==> src/verilog/board_ctl_pkg.sv <==
/*
 * constants, field layout and state types for the board control/status logic.
 * assumes a 100 MHz single clock and the processor's big-endian bit numbering on the data bus.
 */
package board_ctl_pkg;

	////////////////////////////////////////////////////////////////////////
	// clock and timing
	localparam int CLK_PERIOD_NS = 10;
	localparam int DEBOUNCE_SAMPLE_US = 1000;
	localparam int DEBOUNCE_SAMPLE_CYCLES = (DEBOUNCE_SAMPLE_US * 1000) / CLK_PERIOD_NS;
	localparam int DEBOUNCE_SAMPLES = 4;

	////////////////////////////////////////////////////////////////////////
	// register window
	localparam logic [31:0] BCSR_WINDOW_BASE = 32'h0210_0000;
	localparam logic [31:0] BCSR_WINDOW_LAST = 32'h0210_7fff;
	localparam int WINDOW_LSB = 15;
	localparam int MIRROR_LSB = 5;
	localparam logic [31:0] HARD_RESET_CONFIG_OFS = 32'h0210_0000;
	localparam logic [31:0] MEMORY_ENABLE_OFS = 32'h0210_0004;
	localparam logic [31:0] BOARD_CONTROL_TWO_OFS = 32'h0210_0008;
	localparam logic [31:0] BOARD_CONTROL_THREE_OFS = 32'h0210_000c;
	localparam logic [31:0] LAMP_AND_MISC_OFS = 32'h0210_0010;

	////////////////////////////////////////////////////////////////////////
	// field positions within the upper half word (data bits 31:16)
	localparam int HALF_LSB = 16;
	localparam int FLASH_EN_BIT = 31;
	localparam int DRAM_EN_BIT = 30;
	localparam int SDRAM_EN_BIT = 29;
	localparam int PCCARD_EN_BIT = 28;
	localparam int OPTION_LSB = 28;
	localparam int JUMPER_BIT = 27;
	localparam int ABORT_STATE_BIT = 26;
	localparam int SOFT_STATE_BIT = 25;
	localparam int COMBO_STATE_BIT = 24;
	localparam int SIGNAL_LAMP_BIT = 31;

	////////////////////////////////////////////////////////////////////////
	// reset values
	localparam logic [15:0] HARD_CONFIG_RESET = 16'h0000;
	localparam logic [15:0] SOFT_CONFIG_WORD = 16'h0000;
	localparam logic [3:0] MEMORY_ENABLE_RESET = 4'h0;

	typedef enum logic [1:0] {
		BTN_IDLE = 2'b00,
		BTN_ABORT = 2'b01,
		BTN_SOFT = 2'b10,
		BTN_HARD = 2'b11
	} button_mode_e;

endpackage

==> src/verilog/button_debounce.sv <==
/*
 * debounce of one active-low pushbutton.
 * assumes a one-cycle sample enable from a divider; the input is synchronous to mclk_i.
 */
`timescale 1ns/1ps
module button_debounce import board_ctl_pkg::*; #(
	parameter int SAMPLES = DEBOUNCE_SAMPLES
) (
	// clock and reset
	input wire logic mclk_i,
	input wire logic reset_i,
	// sample enable and raw button
	input wire logic sample_en_i,
	input wire logic button_n_i,
	// debounced state, high while pressed
	output logic pressed_o
);

	typedef struct packed {
		logic [7:0] count;
		logic pressed;
	} debounce_s;

	debounce_s state_reg;
	debounce_s state_next;

	always_comb begin
		state_next = state_reg;
		if (sample_en_i) begin
			if (~button_n_i == state_reg.pressed) begin
				state_next.count = 8'h00;
			end else if (state_reg.count == 8'(SAMPLES - 1)) begin
				state_next.count = 8'h00;
				state_next.pressed = ~button_n_i;
			end else begin
				state_next.count = state_reg.count + 8'h01;
			end
		end
	end

	always_ff @(posedge mclk_i) begin
		if (reset_i) begin
			state_reg <= '0;
		end else begin
			state_reg <= state_next;
		end
	end

	assign pressed_o = state_reg.pressed;

endmodule

==> src/verilog/board_control_status_logic.sv <==
/*
 * board glue: button debounce and reset/interrupt generation, the control/status
 * register window, memory chip select steering, card buffer gating and lamps.
 * assumes the processor bus signals are synchronous to mclk_i and that the
 * processor's own reset pins tell when a reset sequence is in progress.
 */
//
// Behaviour
// - abort press drives the level-zero interrupt request low.
// - abort button is debounced; no register bit can mask it.
// - soft-reset button is debounced and drives soft reset; software cannot block it.
// - during soft reset the soft configuration word is driven for sampling.
// - both buttons held together give hard reset instead.
// - during hard reset the first register's configuration word is driven.
// - four option switch lines are readable as a field.
// - run lamp lit only when selected debug indication reads zero.
// - auxiliary lamp follows signal lamp bit of fifth register.
// - flash enable routes chip select zero to flash, else to expansion.
// - dram enable routes chip selects two and three to dram, else off-board.
// - sdram enable routes chip select four to sdram, else to expansion.
// - card enabled drives address and strobe buffers and lights lamp.
// - card data buffers on only while a card enable strobe is low.
// - card status driven when enabled; address, data and status buffers off when disabled, direction still follows write.
// - registers claimed in the window 02100000 to 02107fff, 32-bit port.
// - five registers at consecutive word slots.
// - upper address bits ignored, registers mirror every 0x20 bytes.
// - only data bits 31:16 carry register contents.
`timescale 1ns/1ps
module board_control_status_logic import board_ctl_pkg::*; #(
	parameter int SAMPLE_CYCLES = DEBOUNCE_SAMPLE_CYCLES,
	parameter int SAMPLES = DEBOUNCE_SAMPLES,
	parameter logic [15:0] HARD_CONFIG_INIT = HARD_CONFIG_RESET,
	parameter logic [15:0] SOFT_CONFIG = SOFT_CONFIG_WORD
) (
	// clock and reset
	input wire logic mclk_i,
	input wire logic reset_i,
	// pushbuttons and switches
	input wire logic abort_button_n_i,
	input wire logic soft_reset_button_n_i,
	input wire logic [3:0] option_switch_lines_i,
	input wire logic debug_source_jumper_i,
	// debug state from the processor
	input wire logic visibility_status_zero_i,
	input wire logic visibility_status_one_i,
	input wire logic freeze_indication_i,
	// processor reset and interrupt
	input wire logic proc_hreset_n_i,
	input wire logic proc_sreset_n_i,
	output logic irq_level0_n_o,
	output logic hard_reset_n_o,
	output logic soft_reset_n_o,
	// processor register bus
	input wire logic bcsr_select_n_i,
	input wire logic [31:0] address_i,
	input wire logic write_n_i,
	input wire logic read_n_i,
	input wire logic [31:0] data_i,
	output logic [31:0] data_o,
	output logic data_oe_o,
	output logic xfer_ack_n_o,
	// memory chip selects from the processor
	input wire logic chip_select_zero_n_i,
	input wire logic chip_select_two_n_i,
	input wire logic chip_select_three_n_i,
	input wire logic chip_select_four_n_i,
	// chip selects to on-board memories
	output logic flash_cs_n_o,
	output logic dram_cs2_n_o,
	output logic dram_cs3_n_o,
	output logic sdram_cs_n_o,
	// chip selects to the expansion connectors
	output logic exp_cs0_n_o,
	output logic exp_cs2_n_o,
	output logic exp_cs3_n_o,
	output logic exp_cs4_n_o,
	// card buffers
	input wire logic card_enable_low_n_i,
	input wire logic card_enable_high_n_i,
	output logic card_addr_oe_o,
	output logic card_data_oe_o,
	output logic card_data_to_card_o,
	output logic card_status_oe_o,
	// lamps, high lights
	output logic run_lamp_o,
	output logic auxiliary_lamp_o,
	output logic flash_lamp_o,
	output logic dram_lamp_o,
	output logic sdram_lamp_o,
	output logic pc_card_lamp_o
);

	////////////////////////////////////////////////////////////////////////
	// helpers

	function automatic logic slot_hit(input logic [31:0] addr, input logic [31:0] ofs);
		slot_hit = addr[MIRROR_LSB-1:0] == ofs[MIRROR_LSB-1:0];
	endfunction

	function automatic logic [31:0] upper_half(input logic [15:0] value);
		upper_half = {value, 16'h0000};
	endfunction

	////////////////////////////////////////////////////////////////////////
	// state

	typedef struct packed {
		logic [31:0] tick_count;
		logic sample_en;
		button_mode_e mode;
		logic [15:0] hard_config;
		logic flash_en;
		logic dram_en;
		logic sdram_en;
		logic pccard_en;
		logic [15:0] scratch;
		logic signal_lamp;
		logic busy;
		logic ack;
		logic [31:0] data;
		logic data_oe;
		logic run_lamp;
		logic irq_n;
		logic hard_n;
		logic soft_n;
	} board_s;

	board_s state_reg;
	board_s state_next;
	logic abort_pressed;
	logic soft_pressed;
	logic window_hit;
	logic access_start;
	logic is_read;
	logic debug_active;
	logic [31:0] read_word;

	////////////////////////////////////////////////////////////////////////
	// button debounce

	button_debounce #(
		.SAMPLES(SAMPLES)
	) abort_debounce (
		.mclk_i(mclk_i),
		.reset_i(reset_i),
		.sample_en_i(state_reg.sample_en),
		.button_n_i(abort_button_n_i),
		.pressed_o(abort_pressed)
	);

	button_debounce #(
		.SAMPLES(SAMPLES)
	) soft_debounce (
		.mclk_i(mclk_i),
		.reset_i(reset_i),
		.sample_en_i(state_reg.sample_en),
		.button_n_i(soft_reset_button_n_i),
		.pressed_o(soft_pressed)
	);

	////////////////////////////////////////////////////////////////////////
	// register decode

	assign window_hit = ~bcsr_select_n_i &&
		address_i[31:WINDOW_LSB] == BCSR_WINDOW_BASE[31:WINDOW_LSB];
	assign access_start = window_hit && !state_reg.busy && (!read_n_i || !write_n_i);
	assign is_read = !read_n_i;

	// debug state per jumper: high selects the freeze line
	assign debug_active = debug_source_jumper_i ? freeze_indication_i
		: (visibility_status_zero_i | visibility_status_one_i);

	always_comb begin
		read_word = 32'h0000_0000;
		if (slot_hit(address_i, HARD_RESET_CONFIG_OFS)) begin
			read_word = upper_half(state_reg.hard_config);
		end else if (slot_hit(address_i, MEMORY_ENABLE_OFS)) begin
			read_word[FLASH_EN_BIT] = state_reg.flash_en;
			read_word[DRAM_EN_BIT] = state_reg.dram_en;
			read_word[SDRAM_EN_BIT] = state_reg.sdram_en;
			read_word[PCCARD_EN_BIT] = state_reg.pccard_en;
		end else if (slot_hit(address_i, BOARD_CONTROL_TWO_OFS)) begin
			read_word[OPTION_LSB +: 4] = option_switch_lines_i;
			read_word[JUMPER_BIT] = debug_source_jumper_i;
			read_word[ABORT_STATE_BIT] = abort_pressed;
			read_word[SOFT_STATE_BIT] = soft_pressed;
			read_word[COMBO_STATE_BIT] = state_reg.mode == BTN_HARD;
		end else if (slot_hit(address_i, BOARD_CONTROL_THREE_OFS)) begin
			read_word = upper_half(state_reg.scratch);
		end else if (slot_hit(address_i, LAMP_AND_MISC_OFS)) begin
			read_word[SIGNAL_LAMP_BIT] = state_reg.signal_lamp;
		end
	end

	////////////////////////////////////////////////////////////////////////
	// next state

	always_comb begin
		state_next = state_reg;

		// sample enable divider for debounce
		state_next.sample_en = 1'b0;
		if (state_reg.tick_count == 32'(SAMPLE_CYCLES - 1)) begin
			state_next.tick_count = 32'h0000_0000;
			state_next.sample_en = 1'b1;
		end else begin
			state_next.tick_count = state_reg.tick_count + 32'h0000_0001;
		end

		// button mode; the combination is held until both are released
		case (state_reg.mode)
			BTN_IDLE: begin
				if (abort_pressed && soft_pressed) begin
					state_next.mode = BTN_HARD;
				end else if (abort_pressed) begin
					state_next.mode = BTN_ABORT;
				end else if (soft_pressed) begin
					state_next.mode = BTN_SOFT;
				end
			end
			BTN_ABORT: begin
				if (abort_pressed && soft_pressed) begin
					state_next.mode = BTN_HARD;
				end else if (!abort_pressed) begin
					state_next.mode = BTN_IDLE;
				end
			end
			BTN_SOFT: begin
				if (abort_pressed && soft_pressed) begin
					state_next.mode = BTN_HARD;
				end else if (!soft_pressed) begin
					state_next.mode = BTN_IDLE;
				end
			end
			BTN_HARD: begin
				if (!abort_pressed && !soft_pressed) begin
					state_next.mode = BTN_IDLE;
				end
			end
			default: begin
				state_next.mode = BTN_IDLE;
			end
		endcase

		// reset and interrupt outputs follow the mode, no register can gate them
		state_next.irq_n = !(state_next.mode == BTN_ABORT);
		state_next.soft_n = !(state_next.mode == BTN_SOFT);
		state_next.hard_n = !(state_next.mode == BTN_HARD);

		// bus access: one take per select assertion, ack one cycle later
		state_next.ack = 1'b0;
		if (!window_hit) begin
			state_next.busy = 1'b0;
		end
		if (access_start) begin
			state_next.busy = 1'b1;
			state_next.ack = 1'b1;
			if (!is_read) begin
				if (slot_hit(address_i, HARD_RESET_CONFIG_OFS)) begin
					state_next.hard_config = data_i[31:HALF_LSB];
				end else if (slot_hit(address_i, MEMORY_ENABLE_OFS)) begin
					state_next.flash_en = data_i[FLASH_EN_BIT];
					state_next.dram_en = data_i[DRAM_EN_BIT];
					state_next.sdram_en = data_i[SDRAM_EN_BIT];
					state_next.pccard_en = data_i[PCCARD_EN_BIT];
				end else if (slot_hit(address_i, BOARD_CONTROL_THREE_OFS)) begin
					state_next.scratch = data_i[31:HALF_LSB];
				end else if (slot_hit(address_i, LAMP_AND_MISC_OFS)) begin
					state_next.signal_lamp = data_i[SIGNAL_LAMP_BIT];
				end
			end
		end

		// data bus: reset configuration has priority over read data
		if (!proc_hreset_n_i) begin
			state_next.data = upper_half(state_reg.hard_config);
			state_next.data_oe = 1'b1;
		end else if (!proc_sreset_n_i) begin
			state_next.data = upper_half(SOFT_CONFIG);
			state_next.data_oe = 1'b1;
		end else if (access_start && is_read) begin
			state_next.data = read_word;
			state_next.data_oe = 1'b1;
		end else if (!(window_hit && is_read && state_reg.busy)) begin
			state_next.data_oe = 1'b0;
		end

		state_next.run_lamp = !debug_active;
	end

	////////////////////////////////////////////////////////////////////////
	// registers

	always_ff @(posedge mclk_i) begin
		if (reset_i) begin
			state_reg <= '0;
			state_reg.mode <= BTN_IDLE;
			state_reg.hard_config <= HARD_CONFIG_INIT;
			{state_reg.flash_en, state_reg.dram_en, state_reg.sdram_en, state_reg.pccard_en} <=
				MEMORY_ENABLE_RESET;
			state_reg.irq_n <= 1'b1;
			state_reg.hard_n <= 1'b1;
			state_reg.soft_n <= 1'b1;
		end else begin
			state_reg <= state_next;
		end
	end

	////////////////////////////////////////////////////////////////////////
	// outputs

	assign irq_level0_n_o = state_reg.irq_n;
	assign hard_reset_n_o = state_reg.hard_n;
	assign soft_reset_n_o = state_reg.soft_n;
	assign data_o = state_reg.data;
	assign data_oe_o = state_reg.data_oe;
	assign xfer_ack_n_o = !state_reg.ack;

	// chip select steering
	assign flash_cs_n_o = chip_select_zero_n_i | !state_reg.flash_en;
	assign exp_cs0_n_o = chip_select_zero_n_i | state_reg.flash_en;
	assign dram_cs2_n_o = chip_select_two_n_i | !state_reg.dram_en;
	assign dram_cs3_n_o = chip_select_three_n_i | !state_reg.dram_en;
	assign exp_cs2_n_o = chip_select_two_n_i | state_reg.dram_en;
	assign exp_cs3_n_o = chip_select_three_n_i | state_reg.dram_en;
	assign sdram_cs_n_o = chip_select_four_n_i | !state_reg.sdram_en;
	assign exp_cs4_n_o = chip_select_four_n_i | state_reg.sdram_en;

	// card buffers
	assign card_addr_oe_o = state_reg.pccard_en;
	assign card_data_oe_o = state_reg.pccard_en &&
		(!card_enable_low_n_i || !card_enable_high_n_i);
	assign card_data_to_card_o = !write_n_i;
	assign card_status_oe_o = state_reg.pccard_en;

	// lamps
	assign run_lamp_o = state_reg.run_lamp;
	assign auxiliary_lamp_o = state_reg.signal_lamp;
	assign flash_lamp_o = state_reg.flash_en;
	assign dram_lamp_o = state_reg.dram_en;
	assign sdram_lamp_o = state_reg.sdram_en;
	assign pc_card_lamp_o = state_reg.pccard_en;

endmodule

==> config.mk <==
export PLATFORM = sky130hd
export DESIGN_NAME = board_control_status_logic
export DESIGN_NICKNAME = d
export VERILOG_FILES = /design/src/verilog/board_ctl_pkg.sv /design/src/verilog/button_debounce.sv /design/src/verilog/board_control_status_logic.sv
export SDC_FILE = /design/constraint.sdc
export NUM_CORES = 1
export LEC_CHECK = 0
export BUFFER_PORTS_ARGS = -buffer_cell sky130_fd_sc_hd__buf_2
export CORE_MARGIN = 8
export CORE_UTILIZATION = 58
export CTS_BUF_LIST = sky130_fd_sc_hd__clkbuf_2
export CTS_CLUSTER_SIZE = 40
export DETAILED_ROUTE_END_ITERATION = 10
export PLACE_DENSITY = 0.87
export SETUP_SLACK_MARGIN = 0.1
export SYNTH_ARGS = -nofsm -noshare
export SYNTH_HDL_FRONTEND = slang
export SYNTH_SLANG_ARGS = --single-unit
==> constraint.sdc <==
create_clock -name mclk_i -period 3.4 [get_ports mclk_i]
set_input_delay 0.34 -clock mclk_i [delete_from_list [all_inputs] [get_ports mclk_i]]
set_output_delay 0.34 -clock mclk_i [all_outputs]
set_load 0.01 [all_outputs]
# Yosys cells after proc, flatten, opt, wreduce, memory -nomap -nowiden

Index checks and enable logic that the tools add are counted.

Multiplexer cells: 30
Equality and inequality tests: 19
Bitwise operators: 19
Reductions and logical operators: 36
$add $sub $neg: 3

Operator list:

| cell                  | number |
|---|---|
| $mux 33               | 2 |
| $mux 32               | 2 |
| $mux 8                | 5 |
| $add 32x1->32 const B | 1 |
| $eq 32x17->1 const B  | 1 |
| $mux 31               | 1 |
| $mux 28               | 1 |
| $mux 24               | 1 |
| $mux 2                | 9 |
| $eq 17x11->1 const B  | 1 |
| $add 8x1->8 const B   | 2 |
| $eq 8x2->1 const B    | 2 |
| $logic_not 1->1       | 15 |
| $eq 5x4->1 const B    | 2 |
| $not 1->1             | 10 |
| $logic_and 1x1->1     | 9 |
| $or 1x1->1            | 9 |
| $reduce_and 3->1      | 3 |
| $eq 2x2->1 const B    | 4 |
| $pmux 2 s4            | 1 |
| $mux 1                | 7 |
| $reduce_and 6->1      | 1 |
| $eq 5x3->1 const B    | 1 |
| $eq 5x5->1 const B    | 1 |
| 13 further kinds      | 16 |

Logic and storage cells: 130
Output and inout bits: 55
Register bits after elaboration: 129

# Longest topological paths before layout

Word-level depth: 9
Mapped depth: 7
Depth with buffers taken out: 6

# Modules after synthesis

Synthesis repeated with hierarchy kept, for this count alone.

Cell total of the unflattened synthesis: 627
Area total of the unflattened synthesis: 5487.8 um2

By module, submodules not included:

| module                     | cells each | area each (um2) | sequential area each (um2) | times used |
|---|---|---|---|---|
| board_control_status_logic | 531        | 4594.4          | 1901.8                     | 1 |
| button_debounce            | 48         | 446.7           | 180.2                      | 2 |

# Worst setup path after synthesis

Ideal clock, no wire load.

Path type: input -> register
Start point: in address_i[22]
End point: reg state_reg, in the netlist data_o[31]
Cell stages on the path: 6
Required time: 3.329 ns
Arrival time: 2.184 ns
Path slack: 1.145 ns
Path through: or4b_1 -> buf_4 -> or3_4 -> o21a_4 -> or4_1 -> a21oi_1

Cells in the longest elaborated chain, start to end: 6

Ends and longest elaborated chain:

| element                         | RTL line                          | text |
|---|---|---|
| start: declaration              | board_control_status_logic.sv:55  | `input wire logic [31:0] address_i,` |
| $eq 17x11->1                    | board_control_status_logic.sv:165 | `address_i[31:WINDOW_LSB] == BCSR_WINDOW_BASE[31:WINDOW_LSB];` |
| $logic_and 1x1->1               | board_control_status_logic.sv:164 | `assign window_hit = ~bcsr_select_n_i &&` |
| $logic_and 1x1->1 (2 in series) | board_control_status_logic.sv:166 | `assign access_start = window_hit && !state_reg.busy && (!read_n_i \|\| !write_n_i);` |
| $logic_and 1x1->1               | board_control_status_logic.sv:281 | `end else if (access_start && is_read) begin` |
| $ne 3x2->1 (no source line)     | -                                 |  |
| end signal: assignment          | board_control_status_logic.sv:305 | `state_reg <= state_next;` |
| end: declaration                | board_control_status_logic.sv:128 | `board_s state_reg;` |

No other way between the ends.
A chain may end at the register's enable or synchronous reset.

# Worst setup path after layout

Start point: reg state_reg[93] (netlist bit)
End point: reg state_reg[81] (netlist bit)

Cells in the longest elaborated chain, start to end: 2

Ends and longest elaborated chain:

| element                          | RTL line                          | text |
|---|---|---|
| $eq 32x17->1                     | board_control_status_logic.sv:203 | `if (state_reg.tick_count == 32'(SAMPLE_CYCLES - 1)) begin` |
| $reduce_or 2->1 (no source line) | -                                 |  |

No other way between the ends.

==> out/metrics.csv <==
stage,metric,value,unit
floorplanning,die_area,12200,µm²
worst_hold_path,holdPathStages,4,
cts,clock_path_buffers,2,
sta,fmax,456,MHz
setup_path,critPathArrivalTime,2710,ps
synth,yosys.area.top_type_share,0.436,
floorplanning,die_width,111,µm
detailed_routing,drtIter0Drc,277,
detailed_routing,firstDrtPassIters,8,
setup_path,r2r_setup_slack,1210,ps
cts,post_cts_resized,0,
placed_design,place.gp.congestion,0.853,
setup_path,end_kind,flip-flop,
synth,yosysSeqAreaShare,0.436,
finish,drive_gt1_frac,0.212,
finish,antenna_cells,0,
sta,fin_setup_tns,0,ps
synth,synth-seq-cells,113,
sta,slew-limit-headroom,0.218,
synth,yosysTopAreaCell,dfxtp_1,
setup_path,rr_startpoint,state_reg[93],
setup_path,start_kind,flip-flop,
cts,cts_tree,done,
detailed_routing,vias,4505,
cts,clkTransAtPathRegs,170,ps
global_routing,grt_use_total,0.199,
finish,nets,784,
finish,fin_area,6000,µm²
sta,rsz0062_at_grt,no,
synth,yosysUniqueCellTypes,45,
detailed_routing,wl_per_cell,15.0,µm
detailed_routing,viasPerCell,5.53,
power_and_ir_drop,p_leak,2.34,nW
setup_path,r2r-end,state_reg[81],
worst_hold_path,min_from,freeze_indication_i,
cts,numCtsBuffers,17,
power_and_ir_drop,irDropWorstVdd,263,µV
synth,synthCells,592,
sta,fin_skew,19.7,ps
status,status,"complete, no violations",
flow_run,maxCapViolCount,0,
cts,h-tree-depth,4,
sta,finalCriticalPeriod,2190,ps
global_routing,antenna_found_initial,0,
finish,fin_util,0.692,
sta,hold_viol_final,0,
worst_hold_path,whs_endpoint,run_lamp_o,
global_routing,grt_pass1_wl,20.8,mm
synth,synth.top_cells.by_area,"dfxtp_1 (44%), mux2i_1 (8.7%), nor2_1 (8.1%)",
global_routing,gr-total-overflow,0,
worst_hold_path,hold_class,primary input to flip-flop,
sta,post-route-period-util,0.645,
finish,fill_cells,716,
detailed_routing,totalWireLength,12.2,mm
cts,cts.sinks,113,
cts,clock_latency,630,ps
sta,whs,48.9,ps
sta,tightest_slew,1170,ps
setup_path,r2r_cells,6,
floorplanning,die_y,111,µm
synth,yosysWarnings,0,
global_routing,grt_pass1_vias,4660,
synth,avgSynthCellArea,8.76,µm²
floorplanning,num_rows,34,
placed_design,dp_hpwl,8.91,mm
global_routing,grt_max_degree,70,
sta,slew_violations,0,
power_and_ir_drop,power,2.33,mW
setup_path,crit_path_max_fanout,32,
sta,finalSetupViolations,0,
detailed_routing,drc,0,
finish,area_delta_synth_final,15.8,%
floorplanning,initial_core_util,0.598,
synth,syn_area,5190,µm²
placed_design,port_buffers,99,
cts,root_buffer,clkbuf_2,
detailed_routing,drtAntennaViolNets,0,
finish,largest_reg_flops,69,
setup_path,cp.required,3920,ps
floorplanning,ios,142,
power_and_ir_drop,p_per_area,388,nW/µm²
floorplanning,core-area,8680,µm²
setup_path,critical_path_class,flip-flop to flip-flop,
placed_design,place_area,5570,µm²
## cells in the mapped netlist (all sizes together)
cell type  count
a311oi         1
clkbuf        14
nor2         112
and2           2
a21boi         2
nor4b          4
xor2          27
a21oi         20
nand2b         6
nor2b          2
conb           1
a21o           1
nand3b         1
nand4         18
inv           11
or4            4
o21a           1
and3           3
o21ai         13
a221oi         8
a211oi         7
or3            7
xnor2         14
or2            7
a211o          4
o22ai          1
nand4b         1
nor4          15
and4           2
nand3         17
nor3          23
buf           43
nand2         36
ha             3
dfxtp        113
mux2i         45
or4b           3
## layout make-up
cell class	instances	area, µm²	share of cell area
Clock buffer	17	85.1	0.0142
Clock inverter	15	136	0.0227
Timing Repair Buffer	125	756	0.126
Inverter	11	41.3	0.00688
Multi-Input combinational cell	426	2590	0.431
Tap cell	108	135	0.0225
Sequential cell	113	2260	0.377
## where the power goes
part	switching, mW	leakage [nW]	total, mW	internal [mW]
Sequential	0.00705	0.913	1.34	1.34
Combinational	0.0996	1.30	0.174	0.0744
Clock	0.543	0.129	0.813	0.270
Total	0.649	2.34	2.33	1.68
## cells in the final DEF (no fill, tap or decap), drive strengths merged, types with 2 or more instances in the layout
master / instances
nand2: 36
nand4: 18
or4: 4
or2: 7
a211oi: 7
xnor2: 14
clkinv: 7
clkbuf: 17
nor4: 15
a21boi: 2
nor3: 23
conb: 16
dlygate4sd3: 21
dfxtp: 113
nor2b: 2
mux2i: 45
and3: 3
nand3: 17
and4: 2
inv: 15
a21oi: 20
or3: 7
a211o: 4
o21ai: 13
a221oi: 8
buf: 104
clkinvlp: 3
nor4b: 4
or4b: 3
ha: 3
nor2: 112
nand2b: 6
xor2: 27
and2: 2
## per-stage QoR
stage | worst slack [ps] | cells
3_5_place_dp | 717 | 762
4_1_cts | 1220 | 815
3_3_place_gp | 828 | 762
2_1_floorplan | 1150 | 607
5_1_grt | 1090 | 815
6_report | 1210 | 815
## worst max path at each step
| stage | startpoint | endpoint | slack, ps | depth (start not counted) |
|---|---|---|---|---|
| floorplan | address_i[22] | data_o[31] | 1150 | 6 |
| global placement | address_i[21] | state_reg[65] | 830 | 7 |
| detailed placement | address_i[21] | state_reg[70] | 720 | 7 |
| CTS | state_reg[93] | state_reg[81] | 1220 | 6 |
| global route | state_reg[107] | state_reg[81] | 1090 | 6 |
| finish | state_reg[93] | state_reg[81] | 1210 | 6 |
## critical path, cell delays in order (launching register included)
cell      delay (ps)
dfxtp_1          400
or4_1            560
nor4_1           370
nand4_1          210
nand2b_1         130
buf_4            320
nor2_1           110
## cell families (layout without fill, tap and decap cells)
kind of cell | Yosys count | count (layout) | share of synthesized area
buffers and inverters | 68 | 168 | 0.0757
AO/OA/AOI/OAI | 58 | 58 | 0.0724
AND/OR/NAND/NOR | 263 | 263 | 0.252
XOR/XNOR | 41 | 41 | 0.0692
other | 1 | 16 | 0.000723
flip-flops | 113 | 113 | 0.436
adder cells (fa/ha/maj) | 3 | 3 | 0.00724
multiplexers | 45 | 45 | 0.0868
## timing repair
action	in CTS	in global routing
hold buffers	21	0
buffers inserted	0	0
endpoints found under the hold margin	43	0
## metal layers
layer  part of all wire  track usage
met1               0.40        0.217
met2               0.50        0.345
met3              0.075       0.0644
met4              0.021       0.0838
met5                  0            0
Note: power is estimated with default switching activity, not from simulation.
